[config.mk]
export PLATFORM = sky130hd
export DESIGN_NAME = module_sideband_control
export DESIGN_NICKNAME = d
export VERILOG_FILES = /design/src/logic/sideband_pkg.sv /design/src/logic/module_sideband_control.sv
export SDC_FILE = /design/constraint.sdc
export NUM_CORES = 1
export LEC_CHECK = 0
export BUFFER_PORTS_ARGS = -buffer_cell sky130_fd_sc_hd__buf_2
export CELL_PAD_IN_SITES_DETAIL_PLACEMENT = 1
export CELL_PAD_IN_SITES_GLOBAL_PLACEMENT = 2
export CORE_MARGIN = 4
export CORE_UTILIZATION = 33
export DETAILED_ROUTE_END_ITERATION = 10
export PLACE_DENSITY_LB_ADDON = 0.1
export SYNTH_ARGS = -nofsm -noshare
export SYNTH_HDL_FRONTEND = slang
export SYNTH_SLANG_ARGS = --single-unit
[constraint.sdc]
create_clock -name i_core_clk -period 2.4 [get_ports i_core_clk]
set_input_delay 0.72 -clock i_core_clk [delete_from_list [all_inputs] [get_ports i_core_clk]]
set_output_delay 0.72 -clock i_core_clk [all_outputs]
set_load 0.005 [all_outputs]
[src/logic/sideband_pkg.sv]
package sideband_pkg;

   // ----------------------------------------
   // Clock and timing
   // ----------------------------------------
   localparam int unsigned CORE_CLK_HZ        = 25_000_000;
   localparam int unsigned CLK_PERIOD_NS      = 40;
   localparam int unsigned RESTART_MIN_NS     = 10_000;
   localparam int unsigned RESTART_MIN_CYCLES = (RESTART_MIN_NS + CLK_PERIOD_NS - 1) / CLK_PERIOD_NS;
   localparam int unsigned INIT_TIME_MS       = 2000;
   localparam int unsigned INIT_CYCLES        = INIT_TIME_MS * (CORE_CLK_HZ / 1000);
   localparam int unsigned LOW_CNT_W          = 8;
   localparam int unsigned INIT_CNT_W         = 26;

   // ----------------------------------------
   // Pin synchroniser lanes and reset levels
   // ----------------------------------------
   localparam int unsigned SY_SEL      = 0;
   localparam int unsigned SY_RESTART  = 1;
   localparam int unsigned SY_LP       = 2;
   localparam int unsigned SY_SCL      = 3;
   localparam int unsigned SY_SDA      = 4;
   localparam logic [4:0]  SYNC_RESET  = 5'h1b;

   // ----------------------------------------
   // Register port map
   // ----------------------------------------
   localparam logic [3:0] REG_STATUS  = 4'h0;
   localparam logic [3:0] REG_MASK    = 4'h1;
   localparam logic [3:0] REG_CONTROL = 4'h2;
   localparam logic [3:0] REG_STATE   = 4'h3;

   localparam int unsigned STATUS_W        = 2;
   localparam int unsigned ST_RESTART_DONE = 0;
   localparam int unsigned ST_FAULT        = 1;
   localparam logic [1:0]  MASK_RESET      = 2'h3;
   localparam logic [7:0]  CONTROL_RESET   = 8'h00;
   localparam int unsigned CTRL_POWER_SAVE = 0;

   // ----------------------------------------
   // Management bus map
   // ----------------------------------------
   localparam logic [6:0] DEV_ADDR     = 7'h50;
   localparam logic [7:0] MEM_STATUS   = 8'h02;
   localparam logic [7:0] MEM_FLAGS    = 8'h03;
   localparam logic [7:0] MEM_CONTROL  = 8'h56;
   localparam logic [3:0] BITS_IN_BYTE = 4'h8;
   localparam logic [3:0] LAST_BIT     = 4'h7;

   typedef enum logic [2:0] {
      TW_IDLE     = 3'h0,
      TW_ADDR     = 3'h1,
      TW_ADDR_ACK = 3'h3,
      TW_WR_BYTE  = 3'h2,
      TW_WR_ACK   = 3'h6,
      TW_RD_BYTE  = 3'h7,
      TW_RD_ACK   = 3'h5
   } tw_state_t;

endpackage

[src/logic/module_sideband_control.sv]
`timescale 1ns/1ns

module module_sideband_control #(
   parameter int unsigned INIT_CYCLES = sideband_pkg::INIT_CYCLES
) (
   // Clock and reset
   input  wire logic       i_core_clk,
   input  wire logic       i_rst,
   // Register port
   input  wire logic [3:0] i_reg_addr,
   input  wire logic [7:0] i_reg_wdata,
   input  wire logic       i_reg_write,
   input  wire logic       i_reg_read,
   output logic      [7:0] o_reg_rdata,
   // Core events and interrupt
   input  wire logic       i_fault_event,
   output logic            o_irq,
   // Sideband pins
   input  wire logic       i_module_select_pin_n,
   input  wire logic       i_module_restart_n,
   input  wire logic       i_power_save_request,
   output logic            o_module_present_n,
   output logic            o_attention_n,
   output logic            o_attention_oe_n,
   // Management bus pins
   input  wire logic       i_scl,
   input  wire logic       i_sda,
   output logic            o_sda,
   output logic            o_sda_oe_n,
   // Module state
   output logic            o_power_save,
   output logic            o_data_not_ready
);

   // ----------------------------------------
   // Read decoders
   // ----------------------------------------
   function automatic logic [7:0] mem_read(input logic [7:0] idx, input logic dnr,
                                           input logic [1:0] st, input logic [7:0] ctl);
      logic [7:0] val;
      val = 8'h00;
      case (idx)
         sideband_pkg::MEM_STATUS:  val = {7'h00, dnr};
         sideband_pkg::MEM_FLAGS:   val = {6'h00, st};
         sideband_pkg::MEM_CONTROL: val = ctl;
         default:                   val = 8'h00;
      endcase
      return val;
   endfunction

   function automatic logic [7:0] reg_read(input logic [3:0] adr, input logic [1:0] st,
                                           input logic [1:0] msk, input logic [7:0] ctl,
                                           input logic [3:0] state_bits);
      logic [7:0] val;
      val = 8'h00;
      case (adr)
         sideband_pkg::REG_STATUS:  val = {6'h00, st};
         sideband_pkg::REG_MASK:    val = {6'h00, msk};
         sideband_pkg::REG_CONTROL: val = ctl;
         sideband_pkg::REG_STATE:   val = {4'h0, state_bits};
         default:                   val = 8'h00;
      endcase
      return val;
   endfunction

   // ----------------------------------------
   // Pin synchronisers
   // ----------------------------------------
   logic [4:0] sync1;
   logic [4:0] sync2;
   logic       scl_prev;
   logic       sda_prev;
   logic       restart_prev;
   logic [4:0] pins_in;

   assign pins_in = {i_sda, i_scl, i_power_save_request, i_module_restart_n, i_module_select_pin_n};

   always_ff @(posedge i_core_clk) begin
      if (i_rst) begin
         sync1        <= sideband_pkg::SYNC_RESET;
         sync2        <= sideband_pkg::SYNC_RESET;
         scl_prev     <= 1'b1;
         sda_prev     <= 1'b1;
         restart_prev <= 1'b1;
      end else begin
         sync1        <= pins_in;
         sync2        <= sync1;
         scl_prev     <= sync2[sideband_pkg::SY_SCL];
         sda_prev     <= sync2[sideband_pkg::SY_SDA];
         restart_prev <= sync2[sideband_pkg::SY_RESTART];
      end
   end

   logic selected;
   logic restart_s;
   logic scl_s;
   logic sda_s;
   logic scl_rise;
   logic scl_fall;
   logic start_cond;
   logic stop_cond;

   assign selected   = ~sync2[sideband_pkg::SY_SEL];
   assign restart_s  = sync2[sideband_pkg::SY_RESTART];
   assign scl_s      = sync2[sideband_pkg::SY_SCL];
   assign sda_s      = sync2[sideband_pkg::SY_SDA];
   assign scl_rise   = scl_s & ~scl_prev;
   assign scl_fall   = ~scl_s & scl_prev;
   assign start_cond = scl_s & scl_prev & sda_prev & ~sda_s;
   assign stop_cond  = scl_s & scl_prev & ~sda_prev & sda_s;

   // ----------------------------------------
   // Restart qualification and completion
   // ----------------------------------------
   logic [sideband_pkg::LOW_CNT_W-1:0]  low_cnt;
   logic [sideband_pkg::LOW_CNT_W-1:0]  next_low_cnt;
   logic [sideband_pkg::INIT_CNT_W-1:0] init_cnt;
   logic [sideband_pkg::INIT_CNT_W-1:0] next_init_cnt;
   logic                                not_ready;
   logic                                next_not_ready;
   logic                                qualified;
   logic                                done_evt;

   assign qualified = ~restart_s & (low_cnt == sideband_pkg::LOW_CNT_W'(sideband_pkg::RESTART_MIN_CYCLES));

   always_comb begin
      next_low_cnt   = '0;
      next_init_cnt  = init_cnt;
      next_not_ready = not_ready;
      done_evt       = 1'b0;
      if (!restart_s && !qualified) begin
         next_low_cnt = low_cnt + 1'b1;
      end else if (!restart_s) begin
         next_low_cnt = low_cnt;
      end
      if (qualified) begin
         next_init_cnt  = sideband_pkg::INIT_CNT_W'(INIT_CYCLES);
         next_not_ready = 1'b1;
      end else if (init_cnt != '0) begin
         next_init_cnt = init_cnt - 1'b1;
         if (init_cnt == sideband_pkg::INIT_CNT_W'(1)) begin
            next_not_ready = 1'b0;
            done_evt       = 1'b1;
         end
      end
   end

   always_ff @(posedge i_core_clk) begin
      if (i_rst) begin
         low_cnt   <= '0;
         init_cnt  <= sideband_pkg::INIT_CNT_W'(INIT_CYCLES);
         not_ready <= 1'b1;
      end else begin
         low_cnt   <= next_low_cnt;
         init_cnt  <= next_init_cnt;
         not_ready <= next_not_ready;
      end
   end

   // ----------------------------------------
   // Two-wire management slave
   // ----------------------------------------
   sideband_pkg::tw_state_t tw_state;
   sideband_pkg::tw_state_t next_tw_state;
   logic [3:0] bit_cnt;
   logic [3:0] next_bit_cnt;
   logic [7:0] shift;
   logic [7:0] next_shift;
   logic [7:0] ptr;
   logic [7:0] next_ptr;
   logic       drive_low;
   logic       next_drive_low;
   logic       first_byte;
   logic       next_first_byte;
   logic       ack_ok;
   logic       next_ack_ok;
   logic       tw_write;
   logic [1:0] status;
   logic [7:0] control;
   logic [7:0] load_byte;

   assign load_byte = mem_read(ptr, not_ready, status, control);

   always_comb begin
      next_tw_state   = tw_state;
      next_bit_cnt    = bit_cnt;
      next_shift      = shift;
      next_ptr        = ptr;
      next_drive_low  = drive_low;
      next_first_byte = first_byte;
      next_ack_ok     = ack_ok;
      tw_write        = 1'b0;
      if (!selected) begin
         next_tw_state  = sideband_pkg::TW_IDLE;
         next_drive_low = 1'b0;
      end else if (start_cond) begin
         next_tw_state  = sideband_pkg::TW_ADDR;
         next_bit_cnt   = 4'h0;
         next_drive_low = 1'b0;
      end else if (stop_cond) begin
         next_tw_state  = sideband_pkg::TW_IDLE;
         next_drive_low = 1'b0;
      end else begin
         case (tw_state)
            sideband_pkg::TW_ADDR, sideband_pkg::TW_WR_BYTE: begin
               if (scl_rise && bit_cnt != sideband_pkg::BITS_IN_BYTE) begin
                  next_shift   = {shift[6:0], sda_s};
                  next_bit_cnt = bit_cnt + 1'b1;
               end else if (scl_fall && bit_cnt == sideband_pkg::BITS_IN_BYTE) begin
                  if (tw_state == sideband_pkg::TW_WR_BYTE) begin
                     next_tw_state   = sideband_pkg::TW_WR_ACK;
                     next_drive_low  = 1'b1;
                     next_first_byte = 1'b0;
                     if (first_byte) begin
                        next_ptr = shift;
                     end else begin
                        tw_write = 1'b1;
                        next_ptr = ptr + 1'b1;
                     end
                  end else if (shift[7:1] == sideband_pkg::DEV_ADDR) begin
                     next_tw_state  = sideband_pkg::TW_ADDR_ACK;
                     next_drive_low = 1'b1;
                  end else begin
                     next_tw_state = sideband_pkg::TW_IDLE;
                  end
               end
            end
            sideband_pkg::TW_ADDR_ACK: begin
               if (scl_fall) begin
                  next_bit_cnt = 4'h0;
                  if (shift[0]) begin
                     next_tw_state  = sideband_pkg::TW_RD_BYTE;
                     next_shift     = load_byte;
                     next_ptr       = ptr + 1'b1;
                     next_drive_low = ~load_byte[7];
                  end else begin
                     next_tw_state   = sideband_pkg::TW_WR_BYTE;
                     next_drive_low  = 1'b0;
                     next_first_byte = 1'b1;
                  end
               end
            end
            sideband_pkg::TW_WR_ACK: begin
               if (scl_fall) begin
                  next_tw_state  = sideband_pkg::TW_WR_BYTE;
                  next_bit_cnt   = 4'h0;
                  next_drive_low = 1'b0;
               end
            end
            sideband_pkg::TW_RD_BYTE: begin
               if (scl_fall && bit_cnt == sideband_pkg::LAST_BIT) begin
                  next_tw_state  = sideband_pkg::TW_RD_ACK;
                  next_drive_low = 1'b0;
               end else if (scl_fall) begin
                  next_shift     = {shift[6:0], 1'b0};
                  next_bit_cnt   = bit_cnt + 1'b1;
                  next_drive_low = ~shift[6];
               end
            end
            sideband_pkg::TW_RD_ACK: begin
               if (scl_rise) begin
                  next_ack_ok = ~sda_s;
               end else if (scl_fall && ack_ok) begin
                  next_tw_state  = sideband_pkg::TW_RD_BYTE;
                  next_bit_cnt   = 4'h0;
                  next_shift     = load_byte;
                  next_ptr       = ptr + 1'b1;
                  next_drive_low = ~load_byte[7];
               end else if (scl_fall) begin
                  next_tw_state = sideband_pkg::TW_IDLE;
               end
            end
            default: begin
               next_tw_state  = sideband_pkg::TW_IDLE;
               next_drive_low = 1'b0;
            end
         endcase
      end
   end

   always_ff @(posedge i_core_clk) begin
      if (i_rst) begin
         tw_state   <= sideband_pkg::TW_IDLE;
         bit_cnt    <= 4'h0;
         shift      <= 8'h00;
         ptr        <= 8'h00;
         drive_low  <= 1'b0;
         first_byte <= 1'b0;
         ack_ok     <= 1'b0;
      end else begin
         tw_state   <= next_tw_state;
         bit_cnt    <= next_bit_cnt;
         shift      <= next_shift;
         ptr        <= next_ptr;
         drive_low  <= next_drive_low;
         first_byte <= next_first_byte;
         ack_ok     <= next_ack_ok;
      end
   end

   // ----------------------------------------
   // Status, mask, control and pin outputs
   // ----------------------------------------
   logic [1:0] mask;
   logic [1:0] next_status;
   logic [1:0] next_mask;
   logic [7:0] next_control;
   logic [7:0] next_rdata;
   logic       next_power_save;
   logic       next_irq;
   logic [1:0] events;
   logic [1:0] clear_bits;
   logic       restarting;

   assign restarting = init_cnt != '0;

   always_comb begin
      events                               = 2'h0;
      events[sideband_pkg::ST_RESTART_DONE] = done_evt;
      events[sideband_pkg::ST_FAULT]        = i_fault_event;
      clear_bits   = 2'h0;
      next_mask    = mask;
      next_control = control;
      if (i_reg_write && i_reg_addr == sideband_pkg::REG_STATUS) begin
         clear_bits = i_reg_wdata[1:0];
      end
      if (i_reg_write && i_reg_addr == sideband_pkg::REG_MASK) begin
         next_mask = i_reg_wdata[1:0];
      end
      if (i_reg_write && i_reg_addr == sideband_pkg::REG_CONTROL) begin
         next_control = i_reg_wdata;
      end
      if (tw_write && ptr == sideband_pkg::MEM_CONTROL) begin
         next_control = shift;
      end
      next_status = (status & ~clear_bits) | events;
      if (qualified) begin
         next_status  = events;
         next_mask    = sideband_pkg::MASK_RESET;
         next_control = sideband_pkg::CONTROL_RESET;
      end
      next_rdata = 8'h00;
      if (i_reg_read) begin
         next_rdata = reg_read(i_reg_addr, status, mask, control,
                               {restarting, selected, o_power_save, not_ready});
      end
      next_irq        = |(next_status & next_mask);
      next_power_save = sync2[sideband_pkg::SY_LP] | next_control[sideband_pkg::CTRL_POWER_SAVE];
   end

   always_ff @(posedge i_core_clk) begin
      if (i_rst) begin
         status             <= 2'h0;
         mask               <= sideband_pkg::MASK_RESET;
         control            <= sideband_pkg::CONTROL_RESET;
         o_reg_rdata        <= 8'h00;
         o_irq              <= 1'b0;
         o_attention_oe_n   <= 1'b1;
         o_power_save       <= 1'b0;
      end else begin
         status             <= next_status;
         mask               <= next_mask;
         control            <= next_control;
         o_reg_rdata        <= next_rdata;
         o_irq              <= next_irq;
         o_attention_oe_n   <= ~next_irq;
         o_power_save       <= next_power_save;
      end
   end

   always_ff @(posedge i_core_clk) begin
      o_module_present_n <= 1'b0;
      o_attention_n      <= 1'b0;
      o_sda              <= 1'b0;
      o_sda_oe_n         <= ~next_drive_low;
      o_data_not_ready   <= next_not_ready;
   end

endmodule

==> results of run 1 <==
where the power goes:
group	internal, mW	switching [mW]
registers	1.68	0.0533
logic	0.154	0.194
clock network	0.945	0.669
total	2.78	0.917
sequential cells by signal, indices dropped and copies added, names as in the netlist, 2 cells and up:
| register | flops |
|---|---|
| ptr | 8 |
| bit_cnt | 4 |
| low_cnt | 8 |
| init_cnt | 26 |
| status | 2 |
| shift | 8 |
| o_reg_rdata | 8 |
| control | 8 |
| sync1 | 5 |
| mask | 2 |
| sync2 | 5 |
| tw_state | 3 |
routing by layer:
metal | global-route usage (%) | part of all wire (%) | vias up
li1 | - | - | 2188
met1 | 26.2 | 51 | 2149
met2 | 27.2 | 43 | 73
met3 | 3.01 | 3.9 | 14
met4 | 6.29 | 1.7 | 0
met5 | 0 | 0 | -
cells in the mapped netlist (5+ instances only):
| cell | number |
|---|---|
| or2_2 | 19 |
| o211ai_1 | 5 |
| nor4_1 | 10 |
| a21oi_1 | 24 |
| nor2_1 | 56 |
| and2_1 | 7 |
| clkbuf_1 | 29 |
| xor2_1 | 14 |
| dfxtp_1 | 98 |
| nand3b_1 | 6 |
| xnor2_1 | 11 |
| nor3_1 | 11 |
| a2111oi_0 | 5 |
| or4_1 | 8 |
| nand2_1 | 33 |
| ha_1 | 9 |
| a211oi_1 | 27 |
| nand3_1 | 17 |
| or3_1 | 10 |
| inv_1 | 15 |
| and3_1 | 7 |
| nand4_1 | 5 |
| mux2i_1 | 12 |
| nor2b_1 | 13 |
| o21ai_0 | 19 |
| nand2b_1 | 9 |
| a21o_1 | 7 |
| a22oi_1 | 8 |
logic make-up after synthesis:
kind of cell               Yosys count
and+or+nand+nor                    237
AOI/OAI and AO/OA                  135
DFF                                 98
buffers and inverters               53
xor gates and xnor gates            25
muxes                               14
adders and majority gates            9
other                                1
final timing paths:
kind	from	endpoint	slack, ns	cells past startpoint
worst min register to register	sync1[1]	sync2[1]	0.41	1
worst max register to register	bit_cnt[0]	shift[4]	0.11	8
worst max-delay path	bit_cnt[0]	shift[4]	0.11	8
worst min-delay path	sync1[1]	sync2[1]	0.41	1
critical path: cells and delay by family (launching register included):
| family | cells | cell delay (ns) |
|---|---|---|
| compound gates | 3 | 0.53 |
| fa+ha+maj | 1 | 0.21 |
| buf+inv | 2 | 0.27 |
| flops | 1 | 0.40 |
| simple gates | 2 | 0.78 |
metrics by stage:
step | hold WS, ns | setup WS, ns | utilization [%] | cells
5_1_grt | 0.439 | -0.00753 | 40.4 | 810
3_3_place_gp | 0.395 | 0.0874 | 37.9 | 794
6_report | 0.412 | 0.114 | 40.4 | 810
4_1_cts | 0.415 | 0.00632 | 40.1 | 809
3_5_place_dp | 0.397 | 0.0337 | 37.9 | 794
2_1_floorplan | 0.389 | 0.0453 | - | 574
cell usage in the layout (no fill, tap or decap), types with 8 or more instances in the layout:
cell / netlist / routed
buf_2: 3 / 34
or3_1: 10 / 10
xnor2_1: 11 / 11
clkbuf_16: 0 / 9
nand2b_1: 9 / 9
nor4_1: 10 / 10
inv_1: 15 / 15
nor2b_1: 13 / 13
buf_4: 3 / 40
dfxtp_1: 98 / 97
or2_2: 19 / 19
a211oi_1: 27 / 27
o21ai_0: 19 / 19
nor2_1: 56 / 56
xor2_1: 14 / 14
mux2i_1: 12 / 12
a22oi_1: 8 / 8
nor3_1: 11 / 11
ha_1: 9 / 9
nand3_1: 17 / 17
nand2_1: 33 / 33
a21oi_1: 24 / 23
what timing repair did:
action | CTS | global route
endpoints found under the hold margin | 0 | 0
setup buffers | 0 | 1
setup endpoints to repair | 0 | 13
gates resized for setup | 0 | 7
layout make-up:
type | count | share of cell area [%]
multi-input combinational | 423 | 48.1
tap | 184 | 3.90
timing repair buffer | 75 | 8.30
sequential | 98 | 33.2
clock inverter | 5 | 1.46
clock buffer | 10 | 4.04
inverter | 15 | 0.953
==> flow_metrics.py, run 1 <==
metrics = {
    "placed_design": {
        "hpwlAfterDp_um": 10900,
        "place_area_um2": 5540,
        "gp_congestion": 0.821,
        "numPortBuffers": 34,
    },
    "finish": {
        "register_area_um2": 1960,
        "design_area_um2": 5910,
        "diodes": 0,
        "area_delta_synth_final_pct": 18.5,
        "nFillCells": 1741,
        "multi_input_area_um2": 2840,
        "nNetsFinal": 653,
        "drive_gt1_share_pct": 20.4,
    },
    "sta": {
        "period_minus_slack_ns": 2.29,
        "fin_skew_ns": 0.00666,
        "setup_violations": 0,
        "slew_violations": 0,
        "min_period_over_period_pct": 95.2,
        "fmax_mhz": 437,
        "tns_ns": 0,
        "worstMarginPinSlew_ns": 0.635,
        "max-slew-margin-rel_pct": 57.4,
        "hold_violations": 0,
    },
    "power": {
        "total_power_mw": 3.70,
        "ir_drop_mv": 0.308,
        "p_leak_nw": 2.22,
        "p_per_area_nw_per_um2": 626,
    },
    "clock_tree": {
        "hold_buffers": 0,
        "path_clk_slew_ns": 0.07,
        "insertion_delay_ns": 0.35,
        "cts_tree": "done",
        "cts_made_buffers": 9,
        "cts_sinks": 98,
        "htree_levels": 3,
        "root_buffer": "clkbuf_16",
        "ctsLongestPathBuffers": 2,
    },
    "yosys": {
        "yosys.area_share.adder_pct": 2.26,
        "yosys.area_share.simple_pct": 27.0,
        "yosysUniqueCellTypes": 70,
        "synthMuxAreaShare_pct": 3.31,
        "synth_edf_count": 0,
        "synth_top_cell_by_area": "dfxtp_1",
        "synth_area_leaders": "dfxtp_1, nor2_1, a211oi_1",
        "synth_xor_xnor_area_share_pct": 4.39,
        "syn-cell-area_um2": 4990,
        "synth.top_cell.area_share_pct": 39.3,
        "syn_inst": 572,
        "async_reset_ff_share_pct": 0,
        "avgSynthCellArea_um2": 8.72,
        "yosysSeqAreaShare_pct": 39.3,
        "ys_ff_latch": 98,
        "synth_top_family_by_area": "simple AND/OR/NAND/NOR gates",
        "yosysWarnings": 0,
        "synthFlopType": "dfxtp_1",
        "synth_compound_gate_area_share_pct": 19.2,
    },
    "setup_path": {
        "cp_cell_sequence": "inv_1 -> ha_1 -> and3b_1 -> or4_4 -> a32oi_2 -> buf_4 -> a21oi_1 -> a211oi_1",
        "crit_type": "flop to flop",
        "cp-start-kind": "flop",
        "worstPathRequired_ns": 2.66,
        "arrival_ns": 2.55,
        "slowest_delay_ns": 0.55,
        "path_max_fanout": 6,
        "cp_slowest_cell": "or4_4",
        "endpoint_kind": "flop",
    },
    "drt": {
        "drcViolationCount": 0,
        "drt_iter0_markers": 255,
        "post_drt_via_cell_ratio": 5.46,
        "antenna_left": 0,
        "firstDrtPassIters": 4,
        "vias": 4424,
        "wl_um": 14700,
        "wl_per_cell_um": 18.1,
    },
    "floorplan": {
        "die_h_um": 131,
        "start_util_pct": 34.1,
        "placementRows": 44,
        "die_area_um2": 17100,
        "die_x_um": 131,
        "core-area_um2": 14600,
        "io_pins": 38,
    },
    "outcome": {
        "status": "finished, final reports clean",
    },
    "global_route": {
        "grt_pass1_vias": 4535,
        "grt_overflow": 0,
        "grt_max_degree": 33,
        "track_usage_pct": 18.1,
        "grt_pass1_wl_um": 24500,
        "antenna_found_initial": 0,
    },
    "flow_run": {
        "maxCapViolCount": 0,
    },
    "min_path": {
        "hp-class": "flop to flop",
    },
}
Power figures use the tool's default switching activity.
==> inputs of run 2 (changes only) <==
--- a/config.mk
+++ b/config.mk
@@ -9,7 +9,7 @@
 export CELL_PAD_IN_SITES_DETAIL_PLACEMENT = 1
 export CELL_PAD_IN_SITES_GLOBAL_PLACEMENT = 2
 export CORE_MARGIN = 4
-export CORE_UTILIZATION = 33
+export CORE_UTILIZATION = 37
 export DETAILED_ROUTE_END_ITERATION = 10
 export PLACE_DENSITY_LB_ADDON = 0.1
 export SYNTH_ARGS = -nofsm -noshare
==> constraint.sdc (replaced) <==
create_clock -name i_core_clk -period 2.5 [get_ports i_core_clk]
set_input_delay 0.75 -clock i_core_clk [delete_from_list [all_inputs] [get_ports i_core_clk]]
set_output_delay 0.75 -clock i_core_clk [all_outputs]
set_load 0.005 [all_outputs]
==> flow_metrics.py, run 2 (same netlist as run 1, synthesis figures left out) <==
metrics = {
    "power": {
        "power_frac_clock_pct": 40.2,
        "total_power_mw": 3.33,
        "netSwitchingFraction_pct": 26.0,
        "switchingPower_mw": 0.864,
        "internal_power_mw": 2.46,
        "seqPwrFrac_pct": 50.1,
        "comb_power_share_pct": 9.7,
        "ir_drop_mv": 0.351,
        "p_per_area_nw_per_um2": 576,
        "p_leak_nw": 2.15,
    },
    "outcome": {
        "status": "finished, final reports clean",
    },
    "setup_path": {
        "cp-start-kind": "flop",
        "r2r-start": "init_cnt[2]",
        "slowest_delay_ns": 0.58,
        "cp_slowest_cell": "or4_1",
        "cp_cell_sequence": "or4_1 -> buf_4 -> nor4_4 -> and4_1 -> o21bai_1 -> or2_2",
        "worstPathRequired_ns": 2.74,
        "endpoint_kind": "flop",
        "path_delay_family": "simple AND/OR/NAND/NOR gates",
        "path_max_fanout": 6,
        "crit_type": "flop to flop",
        "crit_start": "init_cnt[2]",
        "crit_buf_inv": 1,
        "arrival_ns": 2.57,
    },
    "sta": {
        "setup_violations": 0,
        "tns_ns": 0,
        "finalWorstSetupSlack_ns": 0.170,
        "grt_setup_unrepaired": "no",
        "slew_violations": 0,
        "fmax_mhz": 429,
        "worstMarginPinSlew_ns": 0.533,
        "period_minus_slack_ns": 2.33,
        "whs_ns": 0.414,
        "min_period_over_period_pct": 93.2,
        "max-slew-margin-rel_pct": 63.6,
        "fin_skew_ns": 0.00789,
        "hold_violations": 0,
    },
    "finish": {
        "final_common_cell": "dfxtp_1",
        "drive_gt1_share_pct": 19.2,
        "design_area_um2": 5780,
        "largest-register": "init_cnt",
        "area_delta_synth_final_pct": 15.9,
        "final_cells": 797,
        "fin_util_pct": 43.6,
        "mostFrequentLayoutCells": "dfxtp_1, nor2_1, buf_4, buf_2, nand2_1",
        "diodes": 0,
        "nNetsFinal": 647,
        "largest_reg_flops": 26,
    },
    "floorplan": {
        "die_x_um": 124,
        "start_util_pct": 37.7,
        "io_pins": 38,
        "die_h_um": 124,
        "die_area_um2": 15400,
        "core-area_um2": 13200,
        "placementRows": 42,
    },
    "drt": {
        "drcViolationCount": 0,
        "wl_per_cell_um": 17.9,
        "wl_um": 14300,
        "firstDrtPassIters": 4,
        "post_drt_via_cell_ratio": 5.50,
        "drt_iter0_markers": 186,
        "vias": 4384,
        "antenna_left": 0,
    },
    "min_path": {
        "hp-class": "flop to flop",
        "min_from": "sync1[1]",
    },
    "global_route": {
        "grt_overflow": 0,
        "grt_pass1_wl_um": 23500,
        "antenna_found_initial": 0,
        "grt_max_degree": 42,
        "track_usage_pct": 19.7,
        "grt_pass1_vias": 4464,
    },
    "clock_tree": {
        "insertion_delay_ns": 0.35,
        "htree_levels": 3,
        "ctsLongestPathBuffers": 2,
        "cts_tree": "done",
        "root_buffer": "clkbuf_16",
        "cts_made_buffers": 9,
        "hold_buffers": 0,
        "path_clk_slew_ns": 0.07,
        "cts_sinks": 98,
    },
    "placed_design": {
        "post-place-cells": 780,
        "pre_cts_slack_ns": 0.0967,
        "numPortBuffers": 34,
        "place_area_um2": 5480,
        "hpwlAfterDp_um": 10500,
        "gp_congestion": 0.857,
    },
    "flow_run": {
        "maxCapViolCount": 0,
    },
}
## run 2: metal layers
layer / track usage [%] / vias up / wire (µm)
met5: 0 / - / 0
met4: 6.02 / 0 / 240
met3: 4.04 / 17 / 568
met2: 31.1 / 64 / 6470
met1: 27.1 / 2122 / 7000
li1: - / 2181 / -
## run 2: power groups by stage
stage | Sequential (mW) | Combinational (mW) | Clock (mW)
2_1_floorplan | 1.69 | 0.227 | 0
3_5_place_dp | 1.70 | 0.321 | 0
3_3_place_gp | 1.70 | 0.313 | 0
6_report | 1.67 | 0.323 | 1.34
4_1_cts | 1.67 | 0.323 | 1.40
5_1_grt | 1.68 | 0.365 | 1.45
## run 2: timing repair
| item | in CTS | in global routing |
|---|---|---|
| gates resized for setup | 0 | 3 |
| endpoints found under the setup margin | 0 | 11 |
| endpoints found under the hold margin | 0 | 0 |
| setup buffers | 0 | 1 |
## run 2: worst paths after layout
kind,endpoint,slack [ns],depth (start not counted)
min,sync2[1],0.41,1
min reg2reg,sync2[1],0.41,1
max reg2reg,not_ready,0.17,6
max,not_ready,0.17,6
## run 2: area by class of cell
class | instances | area [µm²]
clock buffer | 11 | 243
clock inverter | 5 | 40.0
tap | 176 | 220
multi-input combinational | 423 | 2830
inverter | 15 | 56.3
fill | 1627 | 7460
timing repair buffer | 69 | 433
sequential | 98 | 1960
==> inputs of run 3 (changes only) <==
--- a/config.mk
+++ b/config.mk
@@ -10,6 +10,7 @@
 export CELL_PAD_IN_SITES_GLOBAL_PLACEMENT = 2
 export CORE_MARGIN = 4
 export CORE_UTILIZATION = 37
+export CTS_BUF_LIST = sky130_fd_sc_hd__clkbuf_8 sky130_fd_sc_hd__clkbuf_16
 export DETAILED_ROUTE_END_ITERATION = 10
 export PLACE_DENSITY_LB_ADDON = 0.1
 export SYNTH_ARGS = -nofsm -noshare
==> flow_metrics.py, run 3 (same netlist as run 1, synthesis figures left out) <==
metrics = {
    "setup_path": {
        "crit_path_end": "not_ready",
        "reg2reg_depth": 6,
        "reg2reg_to": "not_ready",
        "crit_start": "init_cnt[2]",
        "cp-start-kind": "flop",
        "r2r_slack_ns": 0.17,
        "endpoint_kind": "flop",
        "crit_buf_inv": 1,
        "r2r-start": "init_cnt[2]",
        "crit_cells": 6,
        "path_max_fanout": 6,
        "crit_type": "flop to flop",
        "slowest_delay_ns": 0.58,
        "cp_slowest_cell": "or4_1",
        "cp_cell_sequence": "or4_1 -> buf_4 -> nor4_4 -> and4_1 -> o21bai_1 -> or2_2",
        "worstPathRequired_ns": 2.74,
        "path_delay_family": "simple AND/OR/NAND/NOR gates",
        "arrival_ns": 2.57,
    },
    "placed_design": {
        "hpwlAfterDp_um": 10500,
        "pre_cts_slack_ns": 0.0967,
        "gp_congestion": 0.857,
        "numPortBuffers": 34,
        "post-place-cells": 780,
        "place_area_um2": 5480,
    },
    "global_route": {
        "track_usage_pct": 19.7,
        "grt_max_degree": 42,
        "antenna_found_initial": 0,
        "grt_overflow": 0,
        "grt_pass1_vias": 4464,
        "grt_pass1_wl_um": 23500,
    },
    "sta": {
        "period_minus_slack_ns": 2.33,
        "finalWorstSetupSlack_ns": 0.170,
        "worstMarginPinSlew_ns": 0.533,
        "grt_setup_unrepaired": "no",
        "setup_violations": 0,
        "whs_ns": 0.414,
        "min_period_over_period_pct": 93.2,
        "max-slew-margin-rel_pct": 63.6,
        "hold_violations": 0,
        "fmax_mhz": 429,
        "slew_violations": 0,
        "fin_skew_ns": 0.00789,
        "tns_ns": 0,
    },
    "clock_tree": {
        "cts_made_buffers": 9,
        "root_buffer": "clkbuf_16",
        "htree_levels": 3,
        "path_clk_slew_ns": 0.07,
        "insertion_delay_ns": 0.35,
        "cts_tree": "done",
        "cts_sinks": 98,
        "ctsLongestPathBuffers": 2,
        "hold_buffers": 0,
    },
    "power": {
        "total_power_mw": 3.33,
        "p_leak_nw": 2.15,
        "seqPwrFrac_pct": 50.2,
        "switchingPower_mw": 0.865,
        "power_frac_clock_pct": 40.1,
        "internal_power_mw": 2.46,
        "netSwitchingFraction_pct": 26.0,
        "p_per_area_nw_per_um2": 575,
        "comb_power_share_pct": 9.7,
        "ir_drop_mv": 0.351,
    },
    "finish": {
        "drive_gt1_share_pct": 19.2,
        "mostFrequentLayoutCells": "dfxtp_1, nor2_1, buf_4, buf_2, nand2_1",
        "final_cells": 797,
        "fin_util_pct": 43.6,
        "nNetsFinal": 647,
        "final_common_cell": "dfxtp_1",
        "largest-register": "init_cnt",
        "largest_reg_flops": 26,
        "diodes": 0,
        "design_area_um2": 5780,
        "area_delta_synth_final_pct": 15.9,
    },
    "drt": {
        "antenna_left": 0,
        "wl_per_cell_um": 17.9,
        "vias": 4384,
        "wl_um": 14300,
        "firstDrtPassIters": 4,
        "drt_iter0_markers": 187,
        "drcViolationCount": 0,
        "post_drt_via_cell_ratio": 5.50,
    },
    "floorplan": {
        "core-area_um2": 13200,
        "die_h_um": 124,
        "io_pins": 38,
        "die_x_um": 124,
        "start_util_pct": 37.7,
        "placementRows": 42,
        "die_area_um2": 15400,
    },
    "outcome": {
        "status": "finished, final reports clean",
    },
    "flow_run": {
        "maxCapViolCount": 0,
    },
    "min_path": {
        "hp-class": "flop to flop",
    },
}
-- run 3: changes by cell type in the layout (fill, tap and decap cells not counted), sizes merged --
| cell | change |
|---|---|
| clkbuf | -1 |
| inv | +1 |
-- run 3: worst min path at each step --
| stage | start | endpoint | cells past startpoint |
|---|---|---|---|
| after global routing | sync1[1] | sync2[1] | 1 |
| after global placement | sync1[0] | sync2[0] | 1 |
| after floorplan | sync1[0] | sync2[0] | 1 |
| after detailed placement | sync1[1] | sync2[1] | 1 |
| final | sync1[1] | sync2[1] | 1 |
| after CTS | sync1[1] | sync2[1] | 1 |
-- run 3: what timing repair did --
item	in CTS	in global routing
buffers inserted	0	1
endpoints found under the setup margin	0	11
resized for setup	0	3
-- run 3: area by class of cell --
cell class	count	area [µm²]
Tap cell	176	220
Sequential cell	98	1960
Inverter	15	56.3
Timing Repair Buffer	69	433
Multi-Input combinational cell	423	2830
Clock buffer	10	239
Fill cell	1627	7460
Clock inverter	6	43.8
-- run 3: power groups by stage --
| stage | registers, mW | logic [mW] | clock network, mW |
|---|---|---|---|
| 2_1_floorplan | 1.69 | 0.227 | 0 |
| 3_3_place_gp | 1.70 | 0.313 | 0 |
| 3_5_place_dp | 1.70 | 0.321 | 0 |
| 4_1_cts | 1.67 | 0.323 | 1.40 |
| 5_1_grt | 1.68 | 0.365 | 1.45 |
| 6_report | 1.67 | 0.323 | 1.33 |
-- run 3: routing by layer --
| metal | vias up | wire (µm) | global-route usage, % |
|---|---|---|---|
| met5 | - | 0 | 0 |
| met4 | 0 | 240 | 6.02 |
| met3 | 17 | 568 | 4.04 |
| met2 | 64 | 6480 | 31.1 |
| met1 | 2122 | 7000 | 27.1 |
| li1 | 2181 | - | - |
